===== config.mk =====
export PLATFORM = sky130hd
export DESIGN_NAME = rsf_formatter
export DESIGN_NICKNAME = d
export VERILOG_FILES = /design/src/rtl/rsf_pkg.sv /design/src/rtl/rsf_formatter.sv
export VERILOG_INCLUDE_DIRS = /design/src /design/src/rtl
export SDC_FILE = /design/constraint.sdc
export NUM_CORES = 1
export LEC_CHECK = 0
export ABC_AREA = 1
export BUFFER_PORTS_ARGS = -buffer_cell sky130_fd_sc_hd__buf_2
export CAP_MARGIN = 40
export CELL_PAD_IN_SITES_DETAIL_PLACEMENT = 0
export CELL_PAD_IN_SITES_GLOBAL_PLACEMENT = 1
export CORE_MARGIN = 2
export CORE_UTILIZATION = 52
export CTS_BUF_LIST = sky130_fd_sc_hd__clkbuf_4
export CTS_CLUSTER_DIAMETER = 80
export CTS_CLUSTER_SIZE = 25
export DETAILED_ROUTE_END_ITERATION = 6
export PLACE_DENSITY = 0.95
export SLEW_MARGIN = 10
export SYNTH_ARGS = -nofsm -noshare
export SYNTH_HDL_FRONTEND = slang
export SYNTH_SLANG_ARGS = --single-unit

===== constraint.sdc =====
create_clock -name sys_clk -period 6.4 [get_ports sys_clk]
set_clock_uncertainty 0.15 [all_clocks]
set_input_delay 0 -clock sys_clk [delete_from_list [all_inputs] [get_ports sys_clk]]
set_output_delay 0 -clock sys_clk [all_outputs]
set_load 0.005 [all_outputs]

===== src/rtl/rsf_map.svh =====
// register offsets, reset values, command codes and reply characters
// assumes byte addresses on a 32-bit avalon-mm slave
`ifndef RSF_MAP_SVH
`define RSF_MAP_SVH
`define RSF_OFF_SERIAL   8'h00
`define RSF_OFF_APPEND   8'h04
`define RSF_OFF_PROTO    8'h08
`define RSF_OFF_IO       8'h0c
`define RSF_OFF_RADIO    8'h10
`define RSF_OFF_PRES     8'h14
`define RSF_OFF_FILTER   8'h18
`define RSF_OFF_CARD     8'h1c
`define RSF_OFF_CMD      8'h20
`define RSF_OFF_STATUS   8'h24
`define RSF_OFF_DATA     8'h28
`define RSF_RST_SERIAL   6'h05
`define RSF_RST_APPEND   3'h0
`define RSF_RST_PROTO    12'h3fc
`define RSF_RST_IO       7'h00
`define RSF_RST_RADIO    29'h0000002
`define RSF_RST_PRES     8'h78
`define RSF_RST_FILTER   5'h00
`define RSF_RST_CARD     9'h002
`define RSF_CMD_SERIAL   16'h020a
`define RSF_CMD_APPEND   16'h020c
`define RSF_CMD_PROTO    16'h020d
`define RSF_CMD_IO       16'h020e
`define RSF_CMD_RADIO    16'h020f
`define RSF_CMD_PRES     16'h0211
`define RSF_CMD_FILTER   16'h0212
`define RSF_CMD_CARD     16'h0214
`define RSF_CMD_RETX     16'h0215
`define RSF_LEN_SERIAL   6'h11
`define RSF_LEN_APPEND   6'h0e
`define RSF_LEN_PROTO    6'h12
`define RSF_LEN_IO       6'h11
`define RSF_LEN_RADIO    6'h23
`define RSF_LEN_RADIO_L  6'h22
`define RSF_LEN_PRES     6'h14
`define RSF_LEN_FILTER   6'h0b
`define RSF_LEN_CARD     6'h06
`define RSF_LEN_RETX     6'h07
`define RSF_TAG_SERIAL   32'h4d41494e
`define RSF_TAG_APPEND   32'h49444150
`define RSF_TAG_PROTO    32'h45435053
`define RSF_TAG_IO       32'h494f5354
`define RSF_TAG_RADIO    32'h52465354
`define RSF_TAG_PRES     32'h50525354
`define RSF_TAG_FILTER   32'h52463053
`define RSF_TAG_CARD     24'h543046
`define RSF_TAG_RETX     24'h575449
`define RSF_CH_SP        8'h20
`define RSF_CH_ZERO      8'h30
`define RSF_CH_CR        8'h0d
`define RSF_CH_A         8'h41
`define RSF_CH_B         8'h42
`define RSF_CH_C         8'h43
`define RSF_CH_D         8'h44
`define RSF_CH_F         8'h46
`define RSF_CH_G         8'h47
`define RSF_CH_I         8'h49
`define RSF_CH_O         8'h4f
`define RSF_CH_P         8'h50
`define RSF_CH_R         8'h52
`define RSF_CH_S         8'h53
`define RSF_CH_T         8'h54
`define RSF_CH_U         8'h55
`define RSF_CH_V         8'h56
`define RSF_CH_X         8'h58
`define RSF_HUNDRED      7'h64
`define RSF_TEN          7'h0a
`endif


===== src/rtl/rsf_pkg.sv =====
// setting field layouts and formatter state type
// assumes the map header supplies offsets and reset values
package rsf_pkg;
   typedef struct packed {
      logic [1:0] parity;
      logic       stop;
      logic [2:0] baud;
   } rsf_serial_t;
   typedef struct packed {
      logic aux;
      logic date;
      logic time_f;
   } rsf_append_t;
   typedef struct packed {
      logic [1:0] flow;
      logic [7:0] timeout;
      logic [1:0] mode;
   } rsf_proto_t;
   typedef struct packed {
      logic [3:0] pulse;
      logic [1:0] outs;
      logic       ctl;
   } rsf_io_t;
   typedef struct packed {
      logic [3:0] atten3;
      logic [3:0] atten;
      logic [4:0] range_b;
      logic [4:0] range_a;
      logic       legacy;
      logic [6:0] freq;
      logic [1:0] dup;
      logic       ctl;
   } rsf_radio_t;
   typedef struct packed {
      logic       invert;
      logic [3:0] timeout;
      logic [1:0] turnoff;
      logic       no_tag;
   } rsf_pres_t;
   typedef struct packed {
      logic [1:0] valid;
      logic [2:0] sep;
   } rsf_filter_t;
   typedef struct packed {
      logic [7:0] interval;
      logic       en;
   } rsf_card_t;
   typedef enum logic {rsf_st_idle, rsf_st_build} rsf_state_t;
endpackage


===== src/rtl/rsf_formatter.sv =====
// status reply formatter: builds ascii replies for display commands
// assumes an avalon-mm master with waitrequest and a synchronous io_in
// Functional notes
// - command 522 reports baud B2-B7, stop S0/S1, parity P0-P2
// - serial reply always ends with line-end delay field D0
// - command 524 reports time, date, aux append flags as 0 or 1
// - command 525 reports protocol P0-P2 and start-of-message field S0
// - protocol reply gives timeout as two hex digits, FF disabled
// - protocol reply gives flow control X0, X1 or X2
// - command 526 reports output control C0 host or C1 automatic
// - io reply gives output state O0 to O3
// - io reply gives input state I0 to I3
// - io reply gives one hex digit pulse width code
// - command 527 reports radio control C0/C1 and radio state O0/O1
// - radio reply gives duplicate timeout code T1 to T3
// - radio reply gives frequency as three decimal digits 000-118
// - radio reply gives two decoder ranges as two hex digits each
// - radio reply gives power attenuation and third-protocol attenuation
// - legacy entry makes the frequency field two digits wide
// - command 529 reports no-tag presence P0/P1 and fixed D0 field
// - presence reply gives radio turn-off condition A0 to A2
// - presence reply gives one hex digit radio timeout code
// - presence reply gives input inversion I0 or I1
// - command 530 reports id separation U0-U4 and valid criteria V0-V3
// - commands 532 and 533 report card output mode and interval
//
// Added by the designer: the placing of the registers and the Avalon-MM register port.
`timescale 1ns/1ps
`include "rsf_map.svh"
module rsf_formatter #(
   parameter int ML = 36
) (
   input  wire logic        sys_clk,
   input  wire logic        reset_n,
   input  wire logic [7:0]  address,
   input  wire logic        read,
   input  wire logic        write,
   input  wire logic [31:0] writedata,
   output logic      [31:0] readdata,
   output logic             waitrequest,
   input  wire logic [1:0]  io_in,
   input  wire logic        rf_on
);
   localparam int BW = 8 * ML;
   rsf_pkg::rsf_serial_t serial_r;
   rsf_pkg::rsf_append_t append_r;
   rsf_pkg::rsf_proto_t  proto_r;
   rsf_pkg::rsf_io_t     io_r;
   rsf_pkg::rsf_radio_t  radio_r;
   rsf_pkg::rsf_pres_t   pres_r;
   rsf_pkg::rsf_filter_t filter_r;
   rsf_pkg::rsf_card_t   card_r;
   rsf_pkg::rsf_state_t  st_r;
   logic [15:0]          cmd_r;
   logic [BW-1:0]        buf_r;
   logic [5:0]           len_r;
   logic                 err_r;
   logic                 wait_r;
   logic [31:0]          rdata_r;

   function automatic logic [7:0] hexc(input logic [3:0] v);
      hexc = (v < 4'ha) ? (`RSF_CH_ZERO + {4'h0, v}) : (`RSF_CH_A + {4'h0, v} - 8'h0a);
   endfunction

   // bus handshake: one wait cycle, then the transfer completes
   wire req       = read | write;
   wire commit    = req & ~wait_r;
   wire wr_commit = commit & write;
   wire rd_commit = commit & read;
   wire sel_ser   = address == `RSF_OFF_SERIAL;
   wire sel_app   = address == `RSF_OFF_APPEND;
   wire sel_pro   = address == `RSF_OFF_PROTO;
   wire sel_io    = address == `RSF_OFF_IO;
   wire sel_rad   = address == `RSF_OFF_RADIO;
   wire sel_pre   = address == `RSF_OFF_PRES;
   wire sel_fil   = address == `RSF_OFF_FILTER;
   wire sel_crd   = address == `RSF_OFF_CARD;
   wire sel_cmd   = address == `RSF_OFF_CMD;
   wire sel_sta   = address == `RSF_OFF_STATUS;
   wire sel_dat   = address == `RSF_OFF_DATA;
   wire pop       = rd_commit & sel_dat & (len_r != 6'h00) & (st_r == rsf_pkg::rsf_st_idle);

   wire [31:0] rd_mux =
      sel_ser ? {26'h0, serial_r} :
      sel_app ? {29'h0, append_r} :
      sel_pro ? {20'h0, proto_r} :
      sel_io  ? {25'h0, io_r} :
      sel_rad ? {3'h0, radio_r} :
      sel_pre ? {24'h0, pres_r} :
      sel_fil ? {27'h0, filter_r} :
      sel_crd ? {23'h0, card_r} :
      sel_cmd ? {16'h0, cmd_r} :
      sel_sta ? {24'h0, (st_r == rsf_pkg::rsf_st_build), err_r, len_r} :
      (sel_dat && len_r != 6'h00) ? {24'h0, buf_r[BW-1 -: 8]} :
      32'h0;

   always_ff @(posedge sys_clk or negedge reset_n) begin
      if (!reset_n) begin
         wait_r  <= 1'b1;
         rdata_r <= 32'h0;
      end else if (req && wait_r) begin
         wait_r  <= 1'b0;
         rdata_r <= rd_mux;
      end else begin
         wait_r  <= 1'b1;
      end
   end
   assign waitrequest = wait_r;
   assign readdata    = rdata_r;

   // settings written by software steer the reply contents
   always_ff @(posedge sys_clk or negedge reset_n) begin
      if (!reset_n) begin
         serial_r <= `RSF_RST_SERIAL;
         append_r <= `RSF_RST_APPEND;
         proto_r  <= `RSF_RST_PROTO;
         io_r     <= `RSF_RST_IO;
         radio_r  <= `RSF_RST_RADIO;
         pres_r   <= `RSF_RST_PRES;
         filter_r <= `RSF_RST_FILTER;
         card_r   <= `RSF_RST_CARD;
      end else if (wr_commit) begin
         if (sel_ser) serial_r <= rsf_pkg::rsf_serial_t'(writedata[5:0]);
         if (sel_app) append_r <= rsf_pkg::rsf_append_t'(writedata[2:0]);
         if (sel_pro) proto_r  <= rsf_pkg::rsf_proto_t'(writedata[11:0]);
         if (sel_io)  io_r     <= rsf_pkg::rsf_io_t'(writedata[6:0]);
         if (sel_rad) radio_r  <= rsf_pkg::rsf_radio_t'(writedata[28:0]);
         if (sel_pre) pres_r   <= rsf_pkg::rsf_pres_t'(writedata[7:0]);
         if (sel_fil) filter_r <= rsf_pkg::rsf_filter_t'(writedata[4:0]);
         if (sel_crd) card_r   <= rsf_pkg::rsf_card_t'(writedata[8:0]);
      end
   end

   // serial port reply
   wire [8*17-1:0] t522 = {
      `RSF_TAG_SERIAL,
      `RSF_CH_SP, `RSF_CH_B, hexc({1'b0, serial_r.baud}),
      `RSF_CH_SP, `RSF_CH_S, hexc({3'h0, serial_r.stop}),
      `RSF_CH_SP, `RSF_CH_P, hexc({2'h0, serial_r.parity}),
      `RSF_CH_SP, `RSF_CH_D, `RSF_CH_ZERO,
      `RSF_CH_CR};

   // append flags reply
   wire [8*14-1:0] t524 = {
      `RSF_TAG_APPEND,
      `RSF_CH_SP, `RSF_CH_T, hexc({3'h0, append_r.time_f}),
      `RSF_CH_SP, `RSF_CH_D, hexc({3'h0, append_r.date}),
      `RSF_CH_SP, `RSF_CH_X, hexc({3'h0, append_r.aux}),
      `RSF_CH_CR};

   // host protocol reply
   wire [8*18-1:0] t525 = {
      `RSF_TAG_PROTO,
      `RSF_CH_SP, `RSF_CH_P, hexc({2'h0, proto_r.mode}),
      `RSF_CH_SP, `RSF_CH_T,
      hexc(proto_r.timeout[7:4]),
      hexc(proto_r.timeout[3:0]),
      `RSF_CH_SP, `RSF_CH_X, hexc({2'h0, proto_r.flow}),
      `RSF_CH_SP, `RSF_CH_S, `RSF_CH_ZERO,
      `RSF_CH_CR};

   // discrete io reply
   wire [8*17-1:0] t526 = {
      `RSF_TAG_IO,
      `RSF_CH_SP, `RSF_CH_C, hexc({3'h0, io_r.ctl}),
      `RSF_CH_SP, `RSF_CH_O, hexc({2'h0, io_r.outs}),
      `RSF_CH_SP, `RSF_CH_I, hexc({2'h0, io_in}),
      `RSF_CH_SP, `RSF_CH_D, hexc(io_r.pulse),
      `RSF_CH_CR};

   // frequency split into decimal digits, only 0..127 fits the field
   wire       f_hund = radio_r.freq >= `RSF_HUNDRED;
   wire [6:0] f_rem  = radio_r.freq - (f_hund ? `RSF_HUNDRED : 7'h00);
   wire [6:0] f_tens = f_rem / `RSF_TEN;
   wire [6:0] f_ones = f_rem % `RSF_TEN;

   // radio reply, head and tail shared by both frequency forms
   wire [8*13-1:0] rf_head = {
      `RSF_TAG_RADIO,
      `RSF_CH_SP, `RSF_CH_C, hexc({3'h0, radio_r.ctl}),
      `RSF_CH_SP, `RSF_CH_O, hexc({3'h0, rf_on}),
      `RSF_CH_SP, `RSF_CH_T, hexc({2'h0, radio_r.dup})};
   wire [8*17-1:0] rf_tail = {
      `RSF_CH_SP, `RSF_CH_R,
      hexc({3'h0, radio_r.range_a[4]}),
      hexc(radio_r.range_a[3:0]),
      `RSF_CH_SP, `RSF_CH_G,
      hexc({3'h0, radio_r.range_b[4]}),
      hexc(radio_r.range_b[3:0]),
      `RSF_CH_SP, `RSF_CH_A, `RSF_CH_ZERO, hexc(radio_r.atten),
      `RSF_CH_SP, `RSF_CH_I, `RSF_CH_ZERO, hexc(radio_r.atten3),
      `RSF_CH_CR};
   wire [8*35-1:0] t527 = {
      rf_head,
      `RSF_CH_SP, `RSF_CH_F,
      hexc({3'h0, f_hund}),
      hexc(f_tens[3:0]),
      hexc(f_ones[3:0]),
      rf_tail};
   // legacy entry shows the raw value as two hex digits
   wire [8*34-1:0] t527l = {
      rf_head,
      `RSF_CH_SP, `RSF_CH_F,
      hexc({1'b0, radio_r.freq[6:4]}),
      hexc(radio_r.freq[3:0]),
      rf_tail};

   // presence reply
   wire [8*20-1:0] t529 = {
      `RSF_TAG_PRES,
      `RSF_CH_SP, `RSF_CH_P, hexc({3'h0, pres_r.no_tag}),
      `RSF_CH_SP, `RSF_CH_D, `RSF_CH_ZERO,
      `RSF_CH_SP, `RSF_CH_A, hexc({2'h0, pres_r.turnoff}),
      `RSF_CH_SP, `RSF_CH_T, hexc(pres_r.timeout),
      `RSF_CH_SP, `RSF_CH_I, hexc({3'h0, pres_r.invert}),
      `RSF_CH_CR};

   // id filter reply
   wire [8*11-1:0] t530 = {
      `RSF_TAG_FILTER,
      `RSF_CH_SP, `RSF_CH_U, hexc({1'b0, filter_r.sep}),
      `RSF_CH_SP, `RSF_CH_V, hexc({2'h0, filter_r.valid}),
      `RSF_CH_CR};

   // card-reader replies
   wire [8*6-1:0] t532 = {
      `RSF_TAG_CARD,
      `RSF_CH_SP, hexc({3'h0, card_r.en}),
      `RSF_CH_CR};
   wire [8*7-1:0] t533 = {
      `RSF_TAG_RETX,
      `RSF_CH_SP,
      hexc(card_r.interval[7:4]),
      hexc(card_r.interval[3:0]),
      `RSF_CH_CR};

   // command decode, replies left aligned in the buffer
   wire is522 = cmd_r == `RSF_CMD_SERIAL;
   wire is524 = cmd_r == `RSF_CMD_APPEND;
   wire is525 = cmd_r == `RSF_CMD_PROTO;
   wire is526 = cmd_r == `RSF_CMD_IO;
   wire is527 = cmd_r == `RSF_CMD_RADIO;
   wire is529 = cmd_r == `RSF_CMD_PRES;
   wire is530 = cmd_r == `RSF_CMD_FILTER;
   wire is532 = cmd_r == `RSF_CMD_CARD;
   wire is533 = cmd_r == `RSF_CMD_RETX;
   wire known = is522 | is524 | is525 | is526 | is527 | is529 | is530 | is532 | is533;
   wire legacy = radio_r.legacy;

   wire [BW-1:0] sel_vec =
      is522 ? {t522, {(BW-8*17){1'b0}}} :
      is524 ? {t524, {(BW-8*14){1'b0}}} :
      is525 ? {t525, {(BW-8*18){1'b0}}} :
      is526 ? {t526, {(BW-8*17){1'b0}}} :
      (is527 && !legacy) ? {t527, {(BW-8*35){1'b0}}} :
      is527 ? {t527l, {(BW-8*34){1'b0}}} :
      is529 ? {t529, {(BW-8*20){1'b0}}} :
      is530 ? {t530, {(BW-8*11){1'b0}}} :
      is532 ? {t532, {(BW-8*6){1'b0}}} :
      is533 ? {t533, {(BW-8*7){1'b0}}} :
      {BW{1'b0}};
   wire [5:0] sel_len =
      is522 ? `RSF_LEN_SERIAL :
      is524 ? `RSF_LEN_APPEND :
      is525 ? `RSF_LEN_PROTO :
      is526 ? `RSF_LEN_IO :
      (is527 && !legacy) ? `RSF_LEN_RADIO :
      is527 ? `RSF_LEN_RADIO_L :
      is529 ? `RSF_LEN_PRES :
      is530 ? `RSF_LEN_FILTER :
      is532 ? `RSF_LEN_CARD :
      is533 ? `RSF_LEN_RETX :
      6'h00;

   // a new command replaces any unread reply, so the host must drain first
   always_ff @(posedge sys_clk or negedge reset_n) begin
      if (!reset_n) begin
         st_r  <= rsf_pkg::rsf_st_idle;
         cmd_r <= 16'h0000;
         buf_r <= {BW{1'b0}};
         len_r <= 6'h00;
         err_r <= 1'b0;
      end else begin
         unique case (st_r)
            rsf_pkg::rsf_st_idle: begin
               if (wr_commit && sel_cmd) begin
                  cmd_r <= writedata[15:0];
                  st_r  <= rsf_pkg::rsf_st_build;
               end else if (pop) begin
                  buf_r <= buf_r << 8;
                  len_r <= len_r - 6'h01;
               end
            end
            rsf_pkg::rsf_st_build: begin
               buf_r <= sel_vec;
               len_r <= sel_len;
               err_r <= ~known;
               st_r  <= rsf_pkg::rsf_st_idle;
            end
         endcase
      end
   end
endmodule


==> results.md, run 1 <==
* Outcome: complete, but fails checks
* Failing checks: hold timing
* Setup crit end kind: register
* FF-to-FF End: buf_r[153]
* PwrDens at 198 nW/µm²
* Worst path bufs/invs at 10
* Top cells by area, synth: dfrtp_1 (48%), o21ai_0 (9.1%), nand2_1 (8.8%)
* Max Freq at 180 MHz
* Setup-failing EPs final at 0
* DRT Wirelength at 61,000 µm
* Max incr delay on CP at 700 ps
* Port buffer count at 73
* Synth top area share at 47.9%
* I/O pins at 80
* Slew HR at 34.8%
* Critical-path cell list: dlygate4sd3_1 -> buf_2 -> or2_1 -> dlygate4sd3_1 -> or2_2 -> nor2_1 -> dlygate4sd3_1 -> nand2_1 -> dlygate4sd3_1 -> inv_2 -> nand2_1 -> nand3b_1 -> nor2_1 -> buf_4 -> inv_1 -> nor2_1 -> inv_1 -> buf_4 -> o221ai_1
* Critical path arrival at 6060 ps
* # rows at 69
* Core ar. at 35,400 µm²
* Routed vias/inst at 5.93
* NetSw at 0.00116 W
* Async SR Flop Fraction at 100%
* Clock Power Share at 26.5%
* Synth area leader: dfrtp_1
* Static leakage at 9.80 nW
* Gr usage total at 33.4%
* CP Max Fanout at 26
* Worst setup path class: in2reg
* Largest net degree at the start of global routing at 172
* Clock transition at the registers of the reported paths at 250 ps
* Max VDD drop at 0.191 mV
* Area growth, synth to finish at 11.8%
* GRT overflow at 0
* R2R Setup Slk at 1980 ps
* Yosys cell types at 62
* Storage cell area at 9330 µm²
* Total die area at 37,200 µm²
* Routed met3 length at 5810 µm
* Critical Path RT at 6910 ps
* Startpoint Class: input port
* Final antenna-violating net count at 0
* CTS Buf Count at 21
* Worst hold margin at -17.2 ps
* Worst-Skew Late Latency at 840 ps
* Hold_sp: writedata[0]
* TritonCTS clock tree: yes
* Syn Area/Cell at 8.18 µm²
* Comb power frac at 10.7%
* Total number of vias at 16,900
* CTS root buf: clkbuf_4
* WHS Path Cells at 4
* Global-route wire length before repair at 94,800 µm
* WL/cell at 21.4 µm
* Ys flop type: dfrtp_1
* Post-synth EDFFs at 0
* Min Tclk post-route at 5550 ps
* Initial antenna violation count at 2
* CP max stage cell: dlygate4sd3_1
* WL met1 at 26,300 µm
* Post-Synthesis Cells at 2,268
* Final hold vios at 9
* Delay-heaviest family, CP: buffers and inverters
* Chip width at 193 µm
* Die H at 193 µm
* CP dominant cell by count: dlygate4sd3_1
* Cell area after synthesis at 18,600 µm²
* Post-DP HPWL at 42,200 µm
* Count leader, synth: nand2_1
* MaxCap Viol Count at 0
* Int Pwr at 0.00295 W
* Final nets at 2,442
* Flop pwr share at 62.8%
* Max-slew violations at 0
* Routed wl met2 at 27,500 µm
* Slew at the pin with the worst max-slew slack at 977 ps
* Seq cells post-synth at 372
* Hold Crit Endpoint: radio_r[0]
* Syn. warnings at 0
* Initial drt markers at 1,928
* Post-DP Area at 19,500 µm²
* Htree depth at 1
* RSZ-0062 raised after global routing: false
* Multi-input gate area at 7660 µm²
* HP Class: in2reg
* Uppermost layer routed: met4
* DRT Pass-1 Iters at 5
* Post-cts resize count at 0
* Final Wtd Congestion at 0.977
* Clock sink count at 372
* Cell count of the worst reg-to-reg path at 33
* Vias in the first global route at 16,200
* FILL cells at 3,203
* Final worst-path cycle share at 86.7%
* FF-to-FF Start: radio_r[6]
* Clock tree buffer depth at 3
* Sequential-to-total area share from yosys stat at 50.3%
* Sw Ratio at 28.2%
* Setup TNS Final at 0 ps
* Starting Density at 52.4%
* Fraction of layout cells with a size suffix above 1 at 9.96%
* Top post-synthesis cells by count: nand2_1 (434), dfrtp_1 (355), o21ai_0 (338)
* Number of remaining DRC errors at 0
* Design Area, Final at 20,700 µm²
## worst min-delay path, delay by kind of cell
kind	cells	cell delay, ps
buffers and inverters	3	770
AO/OA/AOI/OAI	1	180
## registers in the layout (all words and copies together) (netlist names)
| register | cells |
|---|---|
| append_r | 3 |
| buf_r | 239 |
| card_r | 9 |
| cmd_r | 16 |
| err_r | 1 |
| filter_r | 5 |
| io_r | 7 |
| legacy | 1 |
| len_r | 6 |
| pres_r | 8 |
| proto_r | 12 |
| radio_r | 28 |
| readdata | 29 |
| serial_r | 6 |
| st_r | 1 |
| waitrequest | 1 |
## metrics by stage
step	power, W	utilization (%)	instances	worst slack, ps	hold slack, ps
finish	0.00411	58.6	2851	848	-17.2
detailed placement	0.00302	55.2	2729	2140	-217
CTS	0.00411	58.6	2850	1130	6.20
global route	0.00427	58.6	2851	771	16.5
global placement	0.00299	54.5	2715	2220	-217
floorplan	0.00284	-	2270	2670	-446
## per-layer routing
| layer | vias up | track usage [%] |
|---|---|---|
| met5 | - | 0 |
| met3 | 98 | 5.38 |
| met1 | 8227 | 49.6 |
| li1 | 7784 | - |
| met2 | 805 | 51.6 |
| met4 | 0 | 7.84 |
## worst max-delay path by stage
stage	startpoint	end	slack, ps	cells after the start
floorplan	radio_r[6]	buf_r[153]	2670	33
global placement	address[7]	buf_r[98]	2220	14
detailed placement	radio_r[6]	buf_r[153]	2140	33
CTS	address[0]	buf_r[118]	1130	19
global route	address[0]	buf_r[118]	770	19
finish	address[0]	buf_r[48]	850	19
## power by group through the flow
stage	Combinational [W]	Clock, W	Sequential, W
finish	0.000442	0.00109	0.00258
global route	0.000503	0.00116	0.00260
CTS	0.000437	0.00109	0.00258
detailed placement	0.000398	0	0.00262
global placement	0.000377	0	0.00262
floorplan	0.000252	0	0.00259
## timing repair
item | CTS | global route
setup buffers | 0 | 0
hold endpoints to repair | 531 | 0
hold buffers | 84 | 0
## cell type report
type,count,share of cell area [%]
Clock inverter,8,0.597
Tap cell,461,2.78
Timing Repair Buffer,194,8.09
Sequential cell,372,45.0
Multi-Input combinational cell,1484,37.0
Antenna cell,1,0.0121
Inverter,302,5.50
Clock buffer,29,1.05
## cell families after synthesis
family / share of synthesized area [%]
and+or+nand+nor: 17.2
xor gates and xnor gates: 0.802
adders and majority gates: 1.35
other: 0.0202
AOI/OAI and AO/OA: 21.4
DFF: 50.3
muxes: 0.364
buffers and inverters: 8.58
## cell usage in the layout, fill, tap and decap left out, types with 6 or more instances in the layout
| cell | count |
|---|---|
| dfstp_2 | 17 |
| a22oi_1 | 19 |
| o221ai_1 | 38 |
| a41oi_1 | 7 |
| o2111ai_1 | 10 |
| a21oi_1 | 128 |
| a32oi_1 | 7 |
| ha_1 | 20 |
| dfrtp_1 | 354 |
| buf_2 | 74 |
| o21ai_0 | 338 |
| o21ai_1 | 11 |
| nand3_2 | 7 |
| mux2_2 | 6 |
| o22ai_1 | 30 |
| buf_16 | 8 |
| buf_4 | 24 |
| nand4_1 | 9 |
| o31ai_1 | 13 |
| o211ai_1 | 15 |
| inv_2 | 8 |
| nand3_1 | 53 |
| nor2_1 | 188 |
| a31oi_1 | 17 |
| xor2_1 | 16 |
| nand2_4 | 6 |
| inv_1 | 290 |
| nor4_1 | 6 |
| clkbuf_4 | 29 |
| nand2_2 | 14 |
| nand2_1 | 433 |
| nor2_2 | 8 |
| dlygate4sd3_1 | 83 |
| nor3_1 | 21 |
No activity file was read; power rests on OpenSTA's default activity.
==> run 2, diff against run 1 <==
clock period = 7.08 ns   (was 6.4 ns; I/O delays follow)
==> run 2 against run 1 <==
Effect of this change:
- the run now ends clean
- power decreased by 12%
- final cell count decreased by 0.14%
- first-iteration DRC count increased by 1.5%
- clock power decreased by 19%
- die area unchanged
- non-clock buffer count decreased by 2
- core utilization decreased by 0.45 points
==> results.md, run 2 (synthesized netlist as in run 1, its figures left out) <==
* Worst-Skew Late Latency at 790 ps
* Worst setup path class: in2reg
* Slew HR at 30.3%
* Total power at 0.00361 W
* Final Wtd Congestion at 0.967
* CP dominant cell by count: dlygate4sd3_1
* CTS Buf Count at 19
* Post-DP Area at 19,400 µm²
* Die H at 193 µm
* Max FFs per register at 239
* Chip width at 193 µm
* Final setup slack of the worst path at 2280 ps
* Port buffer count at 73
* Total die area at 37,200 µm²
* Design Area, Final at 20,600 µm²
* # rows at 69
* WL met1 at 26,500 µm
* Routed wl met2 at 27,400 µm
* I/O pins at 80
* Final worst-path cycle share at 67.8%
* R2R Setup Slk at 2710 ps
* Gr usage total at 33.1%
* Starting Density at 52.4%
* Initial drt markers at 1,957
* Total number of vias at 17,100
* Slew at the pin with the worst max-slew slack at 1050 ps
* Clock transition at the registers of the reported paths at 270 ps
* Commonest non-fill, non-tap cell in the layout: nand2_1
* Post-DP HPWL at 41,500 µm
* Pre-CTS setup slack at 2850 ps
* Critical-path cell list: dlygate4sd3_1 -> buf_2 -> or2_1 -> dlygate4sd3_1 -> or2_2 -> nor2_1 -> dlygate4sd3_1 -> nand2_1 -> inv_2 -> nand2_1 -> dlygate4sd3_1 -> nor2_2 -> buf_4 -> nand2_1 -> dlygate4sd3_1 -> o21ai_0 -> dlygate4sd3_1
* Max Freq at 208 MHz
* Area growth, synth to finish at 10.9%
* HP Class: in2reg
* Number of remaining DRC errors at 0
* Post-CTS Setup Bufs at 0
* RSZ-0062 raised after global routing: false
* Clock tree buffer depth at 3
* Outcome: completed
* Commonest non-fill, non-tap cells in the layout: nand2_1 (433), dfrtp_1 (354), o21ai_0 (338), inv_1 (290), nor2_1 (188)
* DRT Wirelength at 61,000 µm
* FILL cells at 3,198
* Max-slew violations at 0
* CTS root buf: clkbuf_4
* GRT overflow at 0
* Clock sink count at 372
* Critical Path RT at 7690 ps
* Vias in the first global route at 16,100
* Largest net degree at the start of global routing at 188
* MaxCap Viol Count at 0
* Initial antenna violation count at 3
* Min Tclk post-route at 4800 ps
* Static leakage at 9.74 nW
* Fraction of layout cells with a size suffix above 1 at 9.56%
* Core ar. at 35,400 µm²
* Setup crit end kind: register
* CP Max Fanout at 29
* Final nets at 2,438
* PwrDens at 176 nW/µm²
* Setup TNS Final at 0 ps
* DRT Pass-1 Iters at 6
* Hold buffers post-CTS at 88
* Uppermost layer routed: met5
* Routed vias/inst at 6.00
* Max incr delay on CP at 580 ps
* Global-route wire length before repair at 93,900 µm
* TritonCTS clock tree: yes
* Final hold vios at 0
* Startpoint Class: input port
* WHS Path Cells at 4
* CP max stage cell: dlygate4sd3_1
* Max VDD drop at 0.186 mV
* Critical path arrival at 5410 ps
* WL/cell at 21.4 µm
* Largest register by flop count: buf_r
* Routed met3 length at 5400 µm
* Htree depth at 1
* Final antenna-violating net count at 0
* Setup-failing EPs final at 0
* Post-cts resize count at 0
* Cell count of the worst reg-to-reg path at 33
* Post-layout util at 58.1%
run 2: cell types whose count changed in the layout (fill, tap and decap cells not counted), sizes merged:
cell,previous run,this run
buf,110,105
bufinv,1,0
clkdlybuf4s15,1,0
clkinvlp,1,0
diode,1,2
dlygate4sd3,83,87
inv,302,301
run 2: area by class of cell:
| type | instances | area, µm² | share of cell area [%] |
|---|---|---|---|
| Inverter | 302 | 1140 | 5.54 |
| Clock buffer | 29 | 218 | 1.06 |
| Antenna cell | 2 | 5.00 | 0.0243 |
| Timing Repair Buffer | 192 | 1600 | 7.76 |
| Clock inverter | 5 | 43.8 | 0.213 |
| Sequential cell | 372 | 9330 | 45.4 |
| Tap cell | 461 | 577 | 2.80 |
| Multi-Input combinational cell | 1484 | 7660 | 37.2 |
run 2: worst max-delay path, delay by kind of cell:
family | cells | cell delay (ps)
simple gates | 7 | 1150
compound gates | 1 | 80
buf+inv | 9 | 4150
run 2: layer usage:
| metal | track usage (%) | up-vias |
|---|---|---|
| li1 | - | 7777 |
| met1 | 49.3 | 8349 |
| met2 | 50.0 | 839 |
| met3 | 5.36 | 114 |
| met4 | 9.29 | 4 |
| met5 | 0 | - |
run 2: path summary, 6_finish.rpt:
check | startpoint | to
max reg2reg | radio_r[6] | buf_r[153]
min in group asynchronous | reset_n | card_r[1]
max | address[0] | cmd_r[13]
min | writedata[2] | card_r[2]
max in group asynchronous | reset_n | buf_r[26]
min reg2reg | buf_r[11] | buf_r[11]
run 2: stage by stage:
stage	instances	hold slack, ps
after global placement	2715	-40.8
final	2847	36.9
after global routing	2846	48.9
after floorplan	2270	-446
after CTS	2845	22.1
after detailed placement	2723	-23.0
run 2: report_power, final:
group          internal (W)  switching [W]
clock network      0.000197       0.000684
logic              0.000157       0.000243
registers           0.00226      0.0000735
total               0.00261        0.00100
==> run 3, diff against run 2 <==
CORE_UTILIZATION = 49   (was 52)
PLACE_DENSITY = 0.94   (was 0.95)
clock period = 4.9 ns   (was 7.08 ns; I/O delays follow)
==> run 3 against run 2 <==
Effect of this change:
- combinational power grew 42%
- count of clock-buffer cells in the layout stayed put
- power is 43% higher
- critical endpoint is now buf_r[153]
- critical path type is now reg2reg
==> results.md, run 3 (synthesized netlist as in run 1, its figures left out) <==
* Commonest non-fill, non-tap cell in the layout: nand2_1
* Final hold vios at 0
* CTS Buf Count at 19
* FILL cells at 3,510
* Htree depth at 1
* Commonest non-fill, non-tap cells in the layout: nand2_1 (433), dfrtp_1 (354), o21ai_0 (338), inv_1 (290), nor2_1 (188)
* Area growth, synth to finish at 11.2%
* Chip width at 199 µm
* Int Pwr at 0.00377 W
* Total die area at 39,400 µm²
* MaxCap Viol Count at 0
* Number of remaining DRC errors at 0
* Startpoint Class: register
* Global routing usage on met3 at 4.22%
* Largest net degree at the start of global routing at 161
* Slew at the pin with the worst max-slew slack at 930 ps
* Clock sink count at 372
* I/O pins at 80
* RSZ-0062 raised after global routing: false
* Global-route wire length before repair at 95,500 µm
* Comb power frac at 11.0%
* Final nets at 2,446
* Max incr delay on CP at 520 ps
* Worst path bufs/invs at 6
* Max FFs per register at 239
* Post-DP HPWL at 41,700 µm
* Post-cts resize count at 0
* CP max stage cell: dfrtp_1
* Delay-heaviest family, CP: simple AND/OR/NAND/NOR gates
* R2R Setup Slk at 590 ps
* Gr busiest metal: met2
* Post-layout util at 55.0%
* Max VDD drop at 0.271 mV
* Critical Path RT at 5460 ps
* # rows at 71
* Sw Ratio at 27.2%
* Max Freq at 232 MHz
* Starting Density at 49.5%
* TritonCTS clock tree: yes
* Met2 GRT Util at 48.0%
* HP Class: in2reg
* Routed vias/inst at 5.86
* GRT overflow at 0
* Final antenna-violating net count at 0
* Clock transition at the registers of the reported paths at 260 ps
* Die H at 199 µm
* Critical path arrival at 4870 ps
* Initial antenna violation count at 2
* Setup-failing EPs final at 0
* Core ar. at 37,500 µm²
* Clock tree buffer depth at 3
* Setup TNS Final at 0 ps
* Slew HR at 38.0%
* CP Max Fanout at 5
* Total number of vias at 17,000
* PwrDens at 251 nW/µm²
* Min Tclk post-route at 4310 ps
* Flop pwr share at 65.1%
* Largest register by flop count: buf_r
* WL/cell at 21.0 µm
* DRT Pass-1 Iters at 6
* Port buffer count at 73
* Gr usage total at 31.5%
* Static leakage at 9.74 nW
* DRT Wirelength at 60,900 µm
* Post-CTS Setup Bufs at 0
* Grt met1 use at 46.9%
* Worst setup path class: reg2reg
* Worst-Skew Late Latency at 780 ps
* Max-slew violations at 0
* Fraction of layout cells with a size suffix above 1 at 9.91%
* CTS root buf: clkbuf_4
* Initial drt markers at 2,032
* Setup crit end kind: register
* Clock Power Share at 23.9%
* Final worst-path cycle share at 88.0%
* NetSw at 0.00141 W
* Vias in the first global route at 16,400
* Outcome: completed
* Final Wtd Congestion at 0.991
run 3: cell count changes in the layout (fill, tap and decap cells not counted), sizes merged:
| cell | before | now |
|---|---|---|
| buf | 105 | 115 |
| diode | 2 | 1 |
| dlygate4sd3 | 87 | 85 |
run 3: final timing paths:
path	from	to	cells past startpoint
max	radio_r[6]	buf_r[153]	29
min	writedata[2]	io_r[2]	4
max reg2reg	radio_r[6]	buf_r[153]	29
min reg2reg	buf_r[192]	buf_r[192]	1
max in group asynchronous	reset_n	buf_r[64]	4
min in group asynchronous	reset_n	buf_r[227]	4
run 3: final cells by class:
cell class | count | area [µm²] | area share, %
timing repair buffer | 200 | 1600 | 7.75
tap | 511 | 639 | 3.10
clock buffer | 29 | 218 | 1.05
antenna | 1 | 2.50 | 0.0121
multi-input combinational | 1484 | 7660 | 37.1
sequential | 372 | 9330 | 45.2
clock inverter | 5 | 38.8 | 0.188
inverter | 302 | 1140 | 5.53
run 3: metal layers:
layer	up-vias	share of wire, %
met5	-	0
met4	0	3.2
met3	114	8.7
met2	767	45
met1	8359	44
li1	7789	-
run 3: through the flow:
stage	setup WS (ps)	instance area, µm²	total power (W)	hold WS [ps]	instances
CTS	628	20600	0.00520	7.67	2903
finish	590	20600	0.00518	23.5	2904
detailed placement	679	19500	0.00393	-195	2783
global route	190	20600	0.00540	37.5	2904
global placement	893	19400	0.00391	-191	2777
floorplan	1170	18600	0.00371	-446	2270
run 3: worst min-delay path: stages:
cell           delay [ps]
dlygate4sd3_1         520
buf_2                 110
inv_1                 130
o21ai_0               190
run 3: power by group through the flow:
stage / logic (W) / clock network [W] / registers, W
detailed placement: 0.000512 / 0 / 0.00342
finish: 0.000570 / 0.00124 / 0.00337
global route: 0.000646 / 0.00136 / 0.00339
CTS: 0.000566 / 0.00126 / 0.00337
floorplan: 0.000329 / 0 / 0.00338
global placement: 0.000492 / 0 / 0.00342
run 3: timing repair:
| item | CTS | global route |
|---|---|---|
| endpoints found under the setup margin | 0 | 0 |
| endpoints found under the hold margin | 519 | 0 |
| hold buffers | 86 | 0 |
